$ cat src/core/rss_defines.svh
// Purpose: constants of the ramp-start synchronisation unit
// Assumes: included by bare name, definitions only
// Notes: offsets are serial-port register addresses
//
// What this block does
// - internal start follows a recognised trigger after exactly delay plus one cycles
// - delay of zero gives the internal start right after the trigger
// - external pin triggers get the same delay by default
// - immediate-external bit: external trigger starts at once, cancels countdown
// - polarity clear: pin low active, falling edge triggers, output pulses low
// - polarity set: pin high active, rising edge triggers, output pulses high
// - output pin active one cycle per start with extension zero
// - output pin stays active extension plus one cycles per start
// - serial writes take effect only at the end of a datagram
// - external trigger ignored during compare-started countdown unless immediate
// - compare event ignored while an externally started process pends
// - fourteen shadow ramp registers copied to active set on start
// - shadow enable plus any trigger source: every start loads shadows
// - cyclic bit: start swaps shadow and active ramp sets
// - trigger is the edge into active state; start is a later pulse
// - trigger field: zero off, bit0 pin input, bits1-3 internal events
// - start-enable bits defer target, velocity, mode, gearing, shadow writes
`ifndef RSS_DEFINES_SVH
`define RSS_DEFINES_SVH

// ==========================================================================
// register addresses
`define RSS_ADR_CONF 7'h02
`define RSS_ADR_OUT_ADD 7'h11
`define RSS_ADR_DELAY 7'h13
`define RSS_ADR_SHADOW 7'h40
`define RSS_ADR_ACTIVE 7'h50
`define RSS_ADR_DEFER 7'h60

// ==========================================================================
// configuration fields
`define RSS_EN_LSB 0
`define RSS_EN_SHADOW 4
`define RSS_TRIG_LSB 5
`define RSS_TRIG_MSB 8
`define RSS_POL_BIT 9
`define RSS_IMM_BIT 10
`define RSS_CYC_BIT 11

// ==========================================================================
// reset values and datagram framing
`define RSS_CONF_RST 32'h0000_0000
`define RSS_OUT_ADD_RST 32'h0000_0000
`define RSS_DELAY_RST 32'h0000_0000
`define RSS_DG_BITS 6'h28
`define RSS_ADR_BITS 6'h08
`define RSS_SHADOW_CNT 14
`define RSS_DEFER_CNT 4

`endif

$ cat src/core/rss_pkg.sv
// Purpose: types of the ramp-start synchronisation unit
// Assumes: nothing
// Notes: used as rss_pkg::name, never imported
package rss_pkg;
  typedef logic [31:0] rss_word_t;
  typedef enum logic [1:0] {RSS_IDLE, RSS_WAIT_INT, RSS_WAIT_EXT} rss_wait_t;
endpackage

$ cat src/core/rss_start_sync.sv
// Purpose: start trigger delay, start pin and shadow transfer control
// Assumes: serial clock half period of at least four ref_clk cycles
// Notes: registers reached only through the serial datagram port
`timescale 1ns/1ns
`default_nettype none
`include "rss_defines.svh"
module rss_start_sync (
  input wire logic ref_clk,
  input wire logic rstn,
  input wire logic clk_en,
  input wire logic spi_sck,
  input wire logic spi_csn,
  input wire logic spi_mosi,
  output logic spi_miso,
  input wire logic start_pin_i,
  output logic start_pin_o,
  output logic start_pin_oe,
  input wire logic target_hit,
  input wire logic velocity_hit,
  input wire logic compare_point_hit,
  output logic int_start
);
  // ========================================================================
  // reset release
  logic rst_s1_reg, rst_n;
  always_ff @(posedge ref_clk or negedge rstn) begin
    if (!rstn) begin
      rst_s1_reg <= 1'b0;
      rst_n <= 1'b0;
    end else begin
      rst_s1_reg <= 1'b1;
      rst_n <= rst_s1_reg;
    end
  end

  // ========================================================================
  // pin synchronisers: sck, csn, mosi, start
  logic [3:0] s1_reg, s2_reg, s3_reg, flt_reg, flt_prev_reg;
  logic [3:0] pins;
  assign pins = {start_pin_i, spi_mosi, spi_csn, spi_sck};
  always_ff @(posedge ref_clk or negedge rst_n) begin
    if (!rst_n) begin
      s1_reg <= 4'h6;
      s2_reg <= 4'h6;
      s3_reg <= 4'h6;
      flt_reg <= 4'h6;
      flt_prev_reg <= 4'h6;
    end else if (clk_en) begin
      s1_reg <= pins;
      s2_reg <= s1_reg;
      s3_reg <= s2_reg;
      // a change counts only once stages two and three agree
      flt_reg <= (~(s2_reg ^ s3_reg) & s3_reg) | ((s2_reg ^ s3_reg) & flt_reg);
      flt_prev_reg <= flt_reg;
    end
  end
  logic sck_rise, sck_fall, csn_fall, csn_rise, csn_low, mosi_bit;
  assign sck_rise = flt_reg[0] & ~flt_prev_reg[0];
  assign sck_fall = ~flt_reg[0] & flt_prev_reg[0];
  assign csn_fall = ~flt_reg[1] & flt_prev_reg[1];
  assign csn_rise = flt_reg[1] & ~flt_prev_reg[1];
  assign csn_low = ~flt_reg[1];
  assign mosi_bit = flt_reg[2];

  // ========================================================================
  // serial datagram: 8 address bits (msb = write) then 32 data bits
  logic [39:0] rx_reg;
  logic [5:0] bits_reg;
  logic [31:0] tx_reg;
  logic [1:0] ld_reg;
  logic commit;
  rss_pkg::rss_word_t rd_word;
  always_ff @(posedge ref_clk or negedge rst_n) begin
    if (!rst_n) begin
      rx_reg <= '0;
      bits_reg <= 6'h00;
    end else if (clk_en) begin
      if (csn_fall) begin
        bits_reg <= 6'h00;
      end else if (csn_low && sck_rise) begin
        rx_reg <= {rx_reg[38:0], mosi_bit};
        if (bits_reg != 6'h3f) begin
          bits_reg <= bits_reg + 6'h01;
        end
      end
    end
  end
  // read data of the memory arrive one cycle after the address settles
  always_ff @(posedge ref_clk or negedge rst_n) begin
    if (!rst_n) begin
      ld_reg <= 2'h0;
    end else if (clk_en) begin
      ld_reg <= {ld_reg[0],
                 csn_low && sck_rise && bits_reg == `RSS_ADR_BITS - 6'h01};
    end
  end
  always_ff @(posedge ref_clk or negedge rst_n) begin
    if (!rst_n) begin
      tx_reg <= '0;
      spi_miso <= 1'b0;
    end else if (clk_en) begin
      if (ld_reg[1]) begin
        tx_reg <= rd_word;
        spi_miso <= rd_word[31];
      end else if (csn_fall) begin
        tx_reg <= '0;
        spi_miso <= 1'b0;
      end else if (sck_fall && bits_reg > `RSS_ADR_BITS) begin
        tx_reg <= {tx_reg[30:0], 1'b0};
        spi_miso <= tx_reg[30];
      end
    end
  end
  // a write is taken over only when a full datagram closes
  assign commit = csn_rise && bits_reg == `RSS_DG_BITS && rx_reg[39];
  logic [6:0] wr_adr, rd_adr;
  logic [31:0] wr_dat;
  assign wr_adr = rx_reg[38:32];
  assign wr_dat = rx_reg[31:0];
  assign rd_adr = rx_reg[6:0];

  // ========================================================================
  // configuration registers
  rss_pkg::rss_word_t conf_reg, out_add_reg, delay_reg;
  always_ff @(posedge ref_clk or negedge rst_n) begin
    if (!rst_n) begin
      conf_reg <= `RSS_CONF_RST;
      out_add_reg <= `RSS_OUT_ADD_RST;
      delay_reg <= `RSS_DELAY_RST;
    end else if (clk_en && commit) begin
      case (wr_adr)
        `RSS_ADR_CONF: conf_reg <= wr_dat;
        `RSS_ADR_OUT_ADD: out_add_reg <= wr_dat;
        `RSS_ADR_DELAY: delay_reg <= wr_dat;
        default: ;
      endcase
    end
  end
  logic [3:0] trig_sel;
  logic [4:0] start_en;
  logic pol, imm, cyc, pin_input;
  assign trig_sel = conf_reg[`RSS_TRIG_MSB:`RSS_TRIG_LSB];
  assign start_en = conf_reg[`RSS_EN_SHADOW:`RSS_EN_LSB];
  assign pol = conf_reg[`RSS_POL_BIT];
  assign imm = conf_reg[`RSS_IMM_BIT];
  assign cyc = conf_reg[`RSS_CYC_BIT];
  assign pin_input = trig_sel[0];

  // ========================================================================
  // trigger edges
  logic [2:0] ev_prev_reg;
  logic [2:0] ev_now, ev_edge;
  logic ext_trig, int_trig, cmp_trig, any_int;
  assign ev_now = {compare_point_hit, velocity_hit, target_hit};
  always_ff @(posedge ref_clk or negedge rst_n) begin
    if (!rst_n) begin
      ev_prev_reg <= 3'h0;
    end else if (clk_en) begin
      ev_prev_reg <= ev_now;
    end
  end
  assign ev_edge = ev_now & ~ev_prev_reg & trig_sel[3:1];
  assign int_trig = |ev_edge;
  assign cmp_trig = ev_edge[2];
  assign any_int = int_trig;
  // pin edge into the active level, never the level itself
  assign ext_trig = pin_input && (pol ? (flt_reg[3] & ~flt_prev_reg[3])
                                      : (~flt_reg[3] & flt_prev_reg[3]));

  // ========================================================================
  // delay countdown
  rss_pkg::rss_wait_t wait_reg;
  rss_pkg::rss_word_t cnt_reg;
  logic fire;
  always_comb begin
    fire = 1'b0;
    case (wait_reg)
      rss_pkg::RSS_IDLE: begin
        if (ext_trig && (imm || delay_reg == 32'h0)) begin
          fire = 1'b1;
        end else if (any_int && delay_reg == 32'h0) begin
          fire = 1'b1;
        end
      end
      rss_pkg::RSS_WAIT_INT, rss_pkg::RSS_WAIT_EXT: begin
        // an immediate external start cuts any countdown short
        fire = (cnt_reg == 32'h1) || (ext_trig && imm);
      end
      default: fire = 1'b0;
    endcase
  end
  always_ff @(posedge ref_clk or negedge rst_n) begin
    if (!rst_n) begin
      wait_reg <= rss_pkg::RSS_IDLE;
      cnt_reg <= '0;
    end else if (clk_en) begin
      case (wait_reg)
        rss_pkg::RSS_IDLE: begin
          if (!fire && ext_trig) begin
            wait_reg <= rss_pkg::RSS_WAIT_EXT;
            cnt_reg <= delay_reg;
          end else if (!fire && any_int) begin
            wait_reg <= rss_pkg::RSS_WAIT_INT;
            cnt_reg <= delay_reg;
          end
        end
        rss_pkg::RSS_WAIT_INT, rss_pkg::RSS_WAIT_EXT: begin
          // further triggers are dropped here unless immediate
          if (fire) begin
            wait_reg <= rss_pkg::RSS_IDLE;
            cnt_reg <= '0;
          end else begin
            cnt_reg <= cnt_reg - 32'h1;
          end
        end
        default: wait_reg <= rss_pkg::RSS_IDLE;
      endcase
    end
  end

  // ========================================================================
  // internal start and start pin output
  logic act_reg;
  rss_pkg::rss_word_t left_reg;
  always_ff @(posedge ref_clk or negedge rst_n) begin
    if (!rst_n) begin
      int_start <= 1'b0;
      act_reg <= 1'b0;
      left_reg <= '0;
    end else if (clk_en) begin
      int_start <= fire;
      if (fire) begin
        act_reg <= 1'b1;
        left_reg <= out_add_reg;
      end else if (left_reg != 32'h0) begin
        left_reg <= left_reg - 32'h1;
      end else begin
        act_reg <= 1'b0;
      end
    end
  end
  always_ff @(posedge ref_clk or negedge rst_n) begin
    if (!rst_n) begin
      start_pin_o <= 1'b1;
      start_pin_oe <= 1'b0;
    end else if (clk_en) begin
      start_pin_o <= pol ? act_reg : ~act_reg;
      start_pin_oe <= trig_sel != 4'h0 && !pin_input;
    end
  end

  // ========================================================================
  // deferred target, velocity, mode and gearing writes
  rss_pkg::rss_word_t dval_reg [`RSS_DEFER_CNT];
  rss_pkg::rss_word_t dnew_reg [`RSS_DEFER_CNT];
  logic [3:0] dpend_reg;
  always_ff @(posedge ref_clk or negedge rst_n) begin
    if (!rst_n) begin
      dpend_reg <= 4'h0;
      for (int i = 0; i < `RSS_DEFER_CNT; i++) begin
        dval_reg[i] <= '0;
        dnew_reg[i] <= '0;
      end
    end else if (clk_en) begin
      for (int i = 0; i < `RSS_DEFER_CNT; i++) begin
        if (fire && dpend_reg[i]) begin
          dval_reg[i] <= dnew_reg[i];
          dpend_reg[i] <= 1'b0;
        end
        // a write in the start cycle is kept, not lost
        if (commit && wr_adr == `RSS_ADR_DEFER + 7'(i)) begin
          if (start_en[i]) begin
            dnew_reg[i] <= wr_dat;
            dpend_reg[i] <= 1'b1;
          end else begin
            dval_reg[i] <= wr_dat;
          end
        end
      end
    end
  end

  // ========================================================================
  // shadow transfer and register read back
  logic in_shd_w, in_act_w, in_shd_r, in_act_r, shd_load;
  rss_pkg::rss_word_t mem_rd;
  assign in_shd_w = wr_adr >= `RSS_ADR_SHADOW && wr_adr < `RSS_ADR_ACTIVE;
  assign in_act_w = wr_adr >= `RSS_ADR_ACTIVE && wr_adr < `RSS_ADR_DEFER;
  assign in_shd_r = rd_adr >= `RSS_ADR_SHADOW && rd_adr < `RSS_ADR_ACTIVE;
  assign in_act_r = rd_adr >= `RSS_ADR_ACTIVE && rd_adr < `RSS_ADR_DEFER;
  assign shd_load = fire && start_en[4] && trig_sel != 4'h0;
  rss_ramp_mem #(.N(`RSS_SHADOW_CNT), .W(32)) u_mem (
    .clk(ref_clk),
    .rst_n(rst_n),
    .ce(clk_en),
    .wr_en(commit && (in_shd_w || in_act_w)),
    .wr_bank(in_act_w),
    .wr_idx(wr_adr[3:0]),
    .wr_data(wr_dat),
    .rd_bank(in_act_r),
    .rd_idx(rd_adr[3:0]),
    .rd_data(mem_rd),
    .load(shd_load),
    .cyclic(cyc)
  );
  always_comb begin
    rd_word = '0;
    if (in_shd_r || in_act_r) begin
      rd_word = mem_rd;
    end else if (rd_adr >= `RSS_ADR_DEFER &&
                 rd_adr < `RSS_ADR_DEFER + 7'h04) begin
      rd_word = dval_reg[rd_adr[1:0]];
    end else begin
      case (rd_adr)
        `RSS_ADR_CONF: rd_word = conf_reg;
        `RSS_ADR_OUT_ADD: rd_word = out_add_reg;
        `RSS_ADR_DELAY: rd_word = delay_reg;
        default: rd_word = '0;
      endcase
    end
  end
endmodule
`default_nettype wire

$ cat src/core/rss_ramp_mem.sv
// Purpose: shadow and active ramp parameter sets
// Assumes: one write port from the serial side, registered read
// Notes: a start load has priority over a serial write
`timescale 1ns/1ns
`default_nettype none
module rss_ramp_mem #(
  parameter int N = 14,
  parameter int W = 32
) (
  input wire logic clk,
  input wire logic rst_n,
  input wire logic ce,
  input wire logic wr_en,
  input wire logic wr_bank,
  input wire logic [3:0] wr_idx,
  input wire logic [W-1:0] wr_data,
  input wire logic rd_bank,
  input wire logic [3:0] rd_idx,
  output logic [W-1:0] rd_data,
  input wire logic load,
  input wire logic cyclic
);
  logic [W-1:0] shd_reg [N];
  logic [W-1:0] act_reg [N];

  always_ff @(posedge clk or negedge rst_n) begin
    if (!rst_n) begin
      for (int i = 0; i < N; i++) begin
        shd_reg[i] <= '0;
        act_reg[i] <= '0;
      end
    end else if (ce) begin
      if (load) begin
        for (int i = 0; i < N; i++) begin
          act_reg[i] <= shd_reg[i];
          if (cyclic) begin
            shd_reg[i] <= act_reg[i];
          end
        end
      end else if (wr_en && 32'(wr_idx) < N) begin
        if (wr_bank) begin
          act_reg[wr_idx] <= wr_data;
        end else begin
          shd_reg[wr_idx] <= wr_data;
        end
      end
    end
  end

  always_ff @(posedge clk or negedge rst_n) begin
    if (!rst_n) begin
      rd_data <= '0;
    end else if (ce) begin
      if (32'(rd_idx) >= N) begin
        rd_data <= '0;
      end else begin
        rd_data <= rd_bank ? act_reg[rd_idx] : shd_reg[rd_idx];
      end
    end
  end
endmodule
`default_nettype wire

$ cat config.mk
export PLATFORM = sky130hd
export DESIGN_NAME = rss_start_sync
export DESIGN_NICKNAME = d
export VERILOG_FILES = /design/src/core/rss_pkg.sv /design/src/core/rss_start_sync.sv /design/src/core/rss_ramp_mem.sv
export VERILOG_INCLUDE_DIRS = /design/src /design/src/core
export SDC_FILE = /design/constraint.sdc
export NUM_CORES = 2
export LEC_CHECK = 0
export ABC_CLOCK_PERIOD_IN_PS = 54800
export BUFFER_PORTS_ARGS = -buffer_cell sky130_fd_sc_hd__buf_2
export CELL_PAD_IN_SITES_DETAIL_PLACEMENT = 0
export CELL_PAD_IN_SITES_GLOBAL_PLACEMENT = 1
export CORE_MARGIN = 10
export CORE_UTILIZATION = 52
export DETAILED_ROUTE_END_ITERATION = 8
export PLACE_DENSITY = 0.77
export SYNTH_ARGS = -nofsm -noshare
export SYNTH_HDL_FRONTEND = slang
export SYNTH_HIERARCHICAL = 1
export SYNTH_SLANG_ARGS = --single-unit
$ cat constraint.sdc
create_clock -name ref_clk -period 54.8 [get_ports ref_clk]
set_input_delay 5.48 -clock ref_clk [delete_from_list [all_inputs] [get_ports ref_clk]]
set_output_delay 5.48 -clock ref_clk [all_outputs]
set_load 0.05 [all_outputs]
Yosys cells after proc, flatten, opt, wreduce, memory -nomap -nowiden

Cells that the tools add are included.

Eq/ne operators: 21
Multiplexer cells: 88
Magnitude comparators: 17
Add/sub/neg operators: 3
Reductions and logical operators: 66
Bitwise gates (word level): 25

Operator list:

| cell                                                 | number |
|---|---|
| two-way mux 448 bit                                  | 6 |
| two-way mux 32 bit                                   | 42 |
| bitwise mux 448 bit                                  | 2 |
| binary-select mux 32 bit (select 4 bit)              | 2 |
| demux 32 bit (select 4 bit)                          | 1 |
| one-hot mux 32 bit (3 select lines)                  | 1 |
| two-way mux 31 bit                                   | 3 |
| binary-select mux 32 bit (select 2 bit)              | 1 |
| one-hot mux 32 bit (2 select lines)                  | 1 |
| subtractor 32 x 1 -> 32 bit, second input constant   | 2 |
| >= comparator 7 bit, second input constant           | 5 |
| less-than comparator 7 bit, second input constant    | 5 |
| equality test 32 x 1 -> 1 bit, second input constant | 1 |
| logical NOT 32 bit                                   | 1 |
| nonzero test 32 bit                                  | 1 |
| logical AND 1 bit                                    | 31 |
| equality test 7 x 5 -> 1 bit, second input constant  | 4 |
| equality test 7 bit, second input constant           | 4 |
| AND reduction 3 bit                                  | 9 |
| two-way mux 1 bit                                    | 21 |
| two-way mux 6 bit                                    | 3 |
| equality test 7 x 2 -> 1 bit, second input constant  | 2 |
| AND reduction 2 bit                                  | 6 |
| nonzero test 2 bit                                   | 6 |
| other kinds (36)                                     | 60 |

Output and inout port bits: 4
Register bits: 1459
Input bits: 10
Logic and storage cells: 281

Logic depth before layout (Yosys ltp)

Word-level depth: 13
Gate-level depth with buffers: 19
Depth with buffers taken out: 13

By module

Netlist, hierarchy kept.

Modules (own cells, without submodules):

| module         | area an instance (um^2) | instances | sequential area each (um^2) | cells an instance |
|---|---|---|---|---|
| rss_ramp_mem   | 49253.5                 | 1         | 23222.3                     | 4837 |
| rss_start_sync | 25349.3                 | 1         | 13275.2                     | 2105 |

Worst setup path before layout

Ideal clock, no wire load.

Path kind: in2reg
Start: in target_hit
End: reg u_mem/shd_reg[353] in the netlist's numbering
Library setup time: 0.126 ns
Path buffers: 5
Arrival: 8.145 ns
Setup slack: 46.529 ns
Data required time: 54.674 ns
Stages on the path: 14
Cell sequence: nand3b_1 nand3_1 nand2b_1 o211ai_1 a21o_1 buf_2 clkbuf_1 nor2_1 buf_2 o21ai_1 nand3_1 buf_2 clkbuf_1 a221o_1

Word-level cells in the longest chain between the ends: 11
Elaborated cells on any way between the ends: 14
Classes of those cells: eq/ne (2); mux (4); bitwise (2); reduce/logical (6)

Ends and longest elaborated chain:

| element                                                        | RTL line              | text |
|---|---|---|
| start: declaration                                             | rss_start_sync.sv:18  | `input wire logic target_hit,` |
| bitwise AND 3 bit (*) (2 in a row)                             | rss_start_sync.sv:162 | `assign ev_edge = ev_now & ~ev_prev_reg & trig_sel[3:1];` |
| OR reduction 3 bit (*)                                         | rss_start_sync.sv:163 | `assign int_trig = \|ev_edge;` |
| logical AND 1 bit (*)                                          | rss_start_sync.sv:181 | `end else if (any_int && delay_reg == 32'h0) begin` |
| two-way mux 1 bit (*)                                          | rss_start_sync.sv:181 |  |
| two-way mux 1 bit (*)                                          | rss_start_sync.sv:179 | `if (ext_trig && (imm \|\| delay_reg == 32'h0)) begin` |
| one-hot mux 1 bit (2 select lines) (*)                         | rss_start_sync.sv:177 | `case (wait_reg)` |
| logical AND 1 bit (*) (2 in a row)                             | rss_start_sync.sv:291 | `assign shd_load = fire && start_en[4] && trig_sel != 4'h0;` |
| via shd_load                                                   | rss_start_sync.sv:285 | `logic in_shd_w, in_act_w, in_shd_r, in_act_r, shd_load;` |
| != test 2 x 1 -> 1 bit (no line), or another cell as far along | n/a                   |  |
| AND reduction 4 bit (no line)                                  | n/a                   |  |
| end signal: indexed assignment                                 | rss_ramp_mem.sv:37    | `shd_reg[i] <= act_reg[i];` |
| end signal: indexed assignment                                 | rss_ramp_mem.sv:44    | `shd_reg[wr_idx] <= wr_data;` |
| end: declaration                                               | rss_ramp_mem.sv:23    | `logic [W-1:0] shd_reg [N];` |

Mark *: on every way through the listed nets, which the timed path passes. The rest lies on a longest branch.
A chain may end at the register's enable or synchronous reset.

Worst setup path in the final report

Start: in velocity_hit
End: reg u_mem/shd_reg[379] in the netlist's numbering

Word-level cells in the longest chain between the ends: 11
Elaborated cells on any way between the ends: 14
Classes of those cells: eq/ne (2); mux (4); bitwise (2); reduce/logical (6)

Ends and longest elaborated chain:

| element                                                        | RTL line              | text |
|---|---|---|
| start: declaration                                             | rss_start_sync.sv:19  | `input wire logic velocity_hit,` |
| bitwise AND 3 bit (*) (2 in a row)                             | rss_start_sync.sv:162 |  |
| OR reduction 3 bit (*)                                         | rss_start_sync.sv:163 |  |
| logical AND 1 bit (*)                                          | rss_start_sync.sv:181 |  |
| two-way mux 1 bit (*)                                          | rss_start_sync.sv:181 |  |
| two-way mux 1 bit (*)                                          | rss_start_sync.sv:179 |  |
| one-hot mux 1 bit (2 select lines) (*)                         | rss_start_sync.sv:177 |  |
| logical AND 1 bit (*) (2 in a row)                             | rss_start_sync.sv:291 |  |
| via shd_load                                                   | rss_start_sync.sv:285 |  |
| != test 2 x 1 -> 1 bit (no line), or another cell as far along | n/a                   |  |
| AND reduction 4 bit (no line)                                  | n/a                   |  |

Marked as above.

==> flow_summary.ini <==
[power_and_ir_drop]
p_seq_share_pct = 43.1
p_clk_share_pct = 41.2
ir_drop_mv = 0.0526
switchingPower_uw = 801
p_leak_uw = 0.0331
comb_power_share_pct = 15.7
switching_share_pct = 29.4
p_int_uw = 1920
power.total_uw = 2720
power_per_cell_area_nw_per_um2 = 33.5

[worst_setup_path]
reg2reg_depth = 15
critPathRequiredTime_ns = 55.54
cp.arrival_ns = 11.59
end_kind = register
start_kind = input port
r2r_setup_slack_ns = 47.20
critPathKind = input port to register
crit_fanout = 63
r2r_start = delay_reg[2]
reg2reg_to = u_mem/shd_reg[379]

[clock_tree]
cts_tree = done
path_clk_slew_ns = 0.06
cts_setup_buffers = 0
clk_latency_ns = 0.83
cts_sinks = 1458
numCtsBuffers = 162
cts_buffer_depth = 3
post_cts_hold_buffer_count = 0
cts.htree.levels = 4
cts_root_buf = clkbuf_16
cts_resized = 0

[place]
place_congestion = 0.880
dp.cells = 8292
io_buffers = 13
pre_cts_ws_ns = 43.39
dp_hpwl_um = 155000

[finish]
drive_gt1_share_pct = 18.9
layoutNonFillerInstCount = 8588
fillCellCount = 11900
syn2layout_area_growth_pct = 8.93
fin_nets = 6583

[sta]
worst_slack_ns = 43.95
setup_tns_ns = 0
post-route-period-util_pct = 19.8
rsz0062_at_grt = no
period_needed_ns = 10.85
finalHoldViolCount = 0
setup_viol = 0
maxSlewHeadroom_pct = 14.7
finalMaxSlewViolations = 0
fmax_mhz = 92.2
tightest_slew_ns = 1.28
fin_skew_ns = 0.0318

[synth]
ys_seq_elements = 1458
netlist.area_leader.share_pct = 48.6
syn_nets = 6959
synth.most_common_cell = dfrtp_1
synth.largest_area_cell = dfrtp_1
synth_common_cells = 1448 x dfrtp_1, 631 x a22oi_1, 584 x nor2_1
seq_area_frac_synth_pct = 48.9
netlist_area_sq_um = 74600
syn_inst = 6942
syn_area_per_cell_sq_um = 10.7
postSynth.asyncResetShare_pct = 100
synth.distinct_cells = 91
synth_warnings = 6
synth_area_leaders = dfrtp_1 49%, mux4_2 6.7%, a22oi_1 6.3%
synth_flop_cell = dfrtp_1
synth_edf_count = 0

[drt]
vias_per_cell = 7.27
vias = 62400
drt_first_pass_iters = 7
drt_iter0_markers = 8118
drc_errors = 0
wl_per_cell_um = 32.2
finalWirelength_um = 276000
final_antenna_net_count = 0

[floorplan]
die_x_um = 399
die-area_sq_um = 159000
core-area_sq_um = 142000
io_pins = 14
fp.dieH_um = 399
num_rows = 138
start_util_pct = 52.5

[worst_hold_path]
whs_endpoint = rst_n
holdCritStartpoint = rst_s1_reg
hp-class = register to register
min_path_cells = 0

[run]
drv_cap = 0

[grt]
grt_pass1_wl_um = 409000
grt_pass1_vias = 60400
antenna_found_initial = 4
grt_start_max_net_pins = 189
grt_usage_pct = 34.0
grt_remaining_overflow = 0

[outcome]
status = complete, no violations
## through the flow
step / hold slack (ns) / cell area, sq um / utilization [%]
after floorplan: 0.331 / 74600 / -
after global placement: 0.334 / 75800 / 53.4
after detailed placement: 0.335 / 75800 / 53.4
after CTS: 0.348 / 81300 / 57.2
after global routing: 0.368 / 81300 / 57.2
final: 0.348 / 81300 / 57.2
## worst max-delay path: stages
cell      delay, ns
buf_2          0.10
nand3b_1       0.07
nand3_1        0.17
nand2b_1       0.23
o211ai_1       0.27
a21o_1         0.19
buf_4          0.34
nor2_4         0.06
buf_4          0.36
buf_4          0.50
o21ai_1        0.87
nand3_4        0.92
buf_4          0.65
nor2_4         0.17
buf_4          0.73
a221o_1        0.27
## cells by family (layout without fill, tap and decap cells)
kind of cell               after synthesis  in the layout  share of synthesized area (%)
AOI/OAI and AO/OA                     2470           2470                           23.5
xor gates and xnor gates                 3              3                         0.0352
adders and majority gates                7              7                          0.117
buffers and inverters                  789            539                           4.48
DFF                                   1458           1458                           48.9
muxes                                  704            704                           13.9
other                                    1              7                        0.00503
and+or+nand+nor                       1510           1510                           9.11
## layer usage
metal | up-vias | part of all wire [%] | global-route usage (%)
li1 | 25800 | - | -
met1 | 31700 | 39 | 46.6
met2 | 4032 | 43 | 49.0
met3 | 860 | 12 | 9.63
met4 | 2 | 5.7 | 17.7
met5 | - | 0.0047 | 0
## cells in the final DEF (no fill, tap or decap), types with 33 or more instances in the layout
master     instances
a21oi_1          579
a221o_1           90
a22oi_1          631
a32oi_1          321
buf_4            194
clkbuf_1          43
clkbuf_16        163
dfrtp_1         1444
inv_1             33
mux2_2           398
mux2i_1           55
mux4_2           221
nand2_1          530
nand2b_1          74
nor2_1           573
nor2b_1           42
nor3_1            70
o211ai_1         324
o21ai_0          271
o221a_2           64
## power by group through the flow
| stage | clock [uW] | combinational [uW] | sequential [uW] |
|---|---|---|---|
| 2_1_floorplan | 0 | 313 | 1180 |
| 3_3_place_gp | 0 | 415 | 1190 |
| 3_5_place_dp | 0 | 420 | 1190 |
| 4_1_cts | 1140 | 420 | 1170 |
| 5_1_grt | 1180 | 455 | 1180 |
| 6_report | 1120 | 427 | 1170 |
## worst max-delay path by stage
| stage | from | end | slack (ns) | cells past startpoint |
|---|---|---|---|---|
| 2_1_floorplan | rst_n | asynchronous set/reset pin | 11.17 | 0 |
| 3_3_place_gp | velocity_hit | u_mem/shd_reg[365] | 43.55 | 16 |
| 3_5_place_dp | velocity_hit | u_mem/shd_reg[364] | 43.39 | 16 |
| 4_1_cts | velocity_hit | u_mem/shd_reg[366] | 44.26 | 16 |
| 5_1_grt | velocity_hit | u_mem/shd_reg[374] | 43.87 | 16 |
| 6_report | velocity_hit | u_mem/shd_reg[379] | 43.95 | 16 |
## layout make-up
cell class	count	area, sq um	area share, %
multi-input cells	4695	35200	43.3
well taps	1890	2360	2.91
clock inverters	54	754	0.928
clock buffers	236	4650	5.73
diodes	6	15.0	0.0185
inverters	35	139	0.171
flip-flops and latches	1458	36500	44.9
repair buffers	214	1680	2.06
No activity file was read; power rests on OpenSTA's default activity.
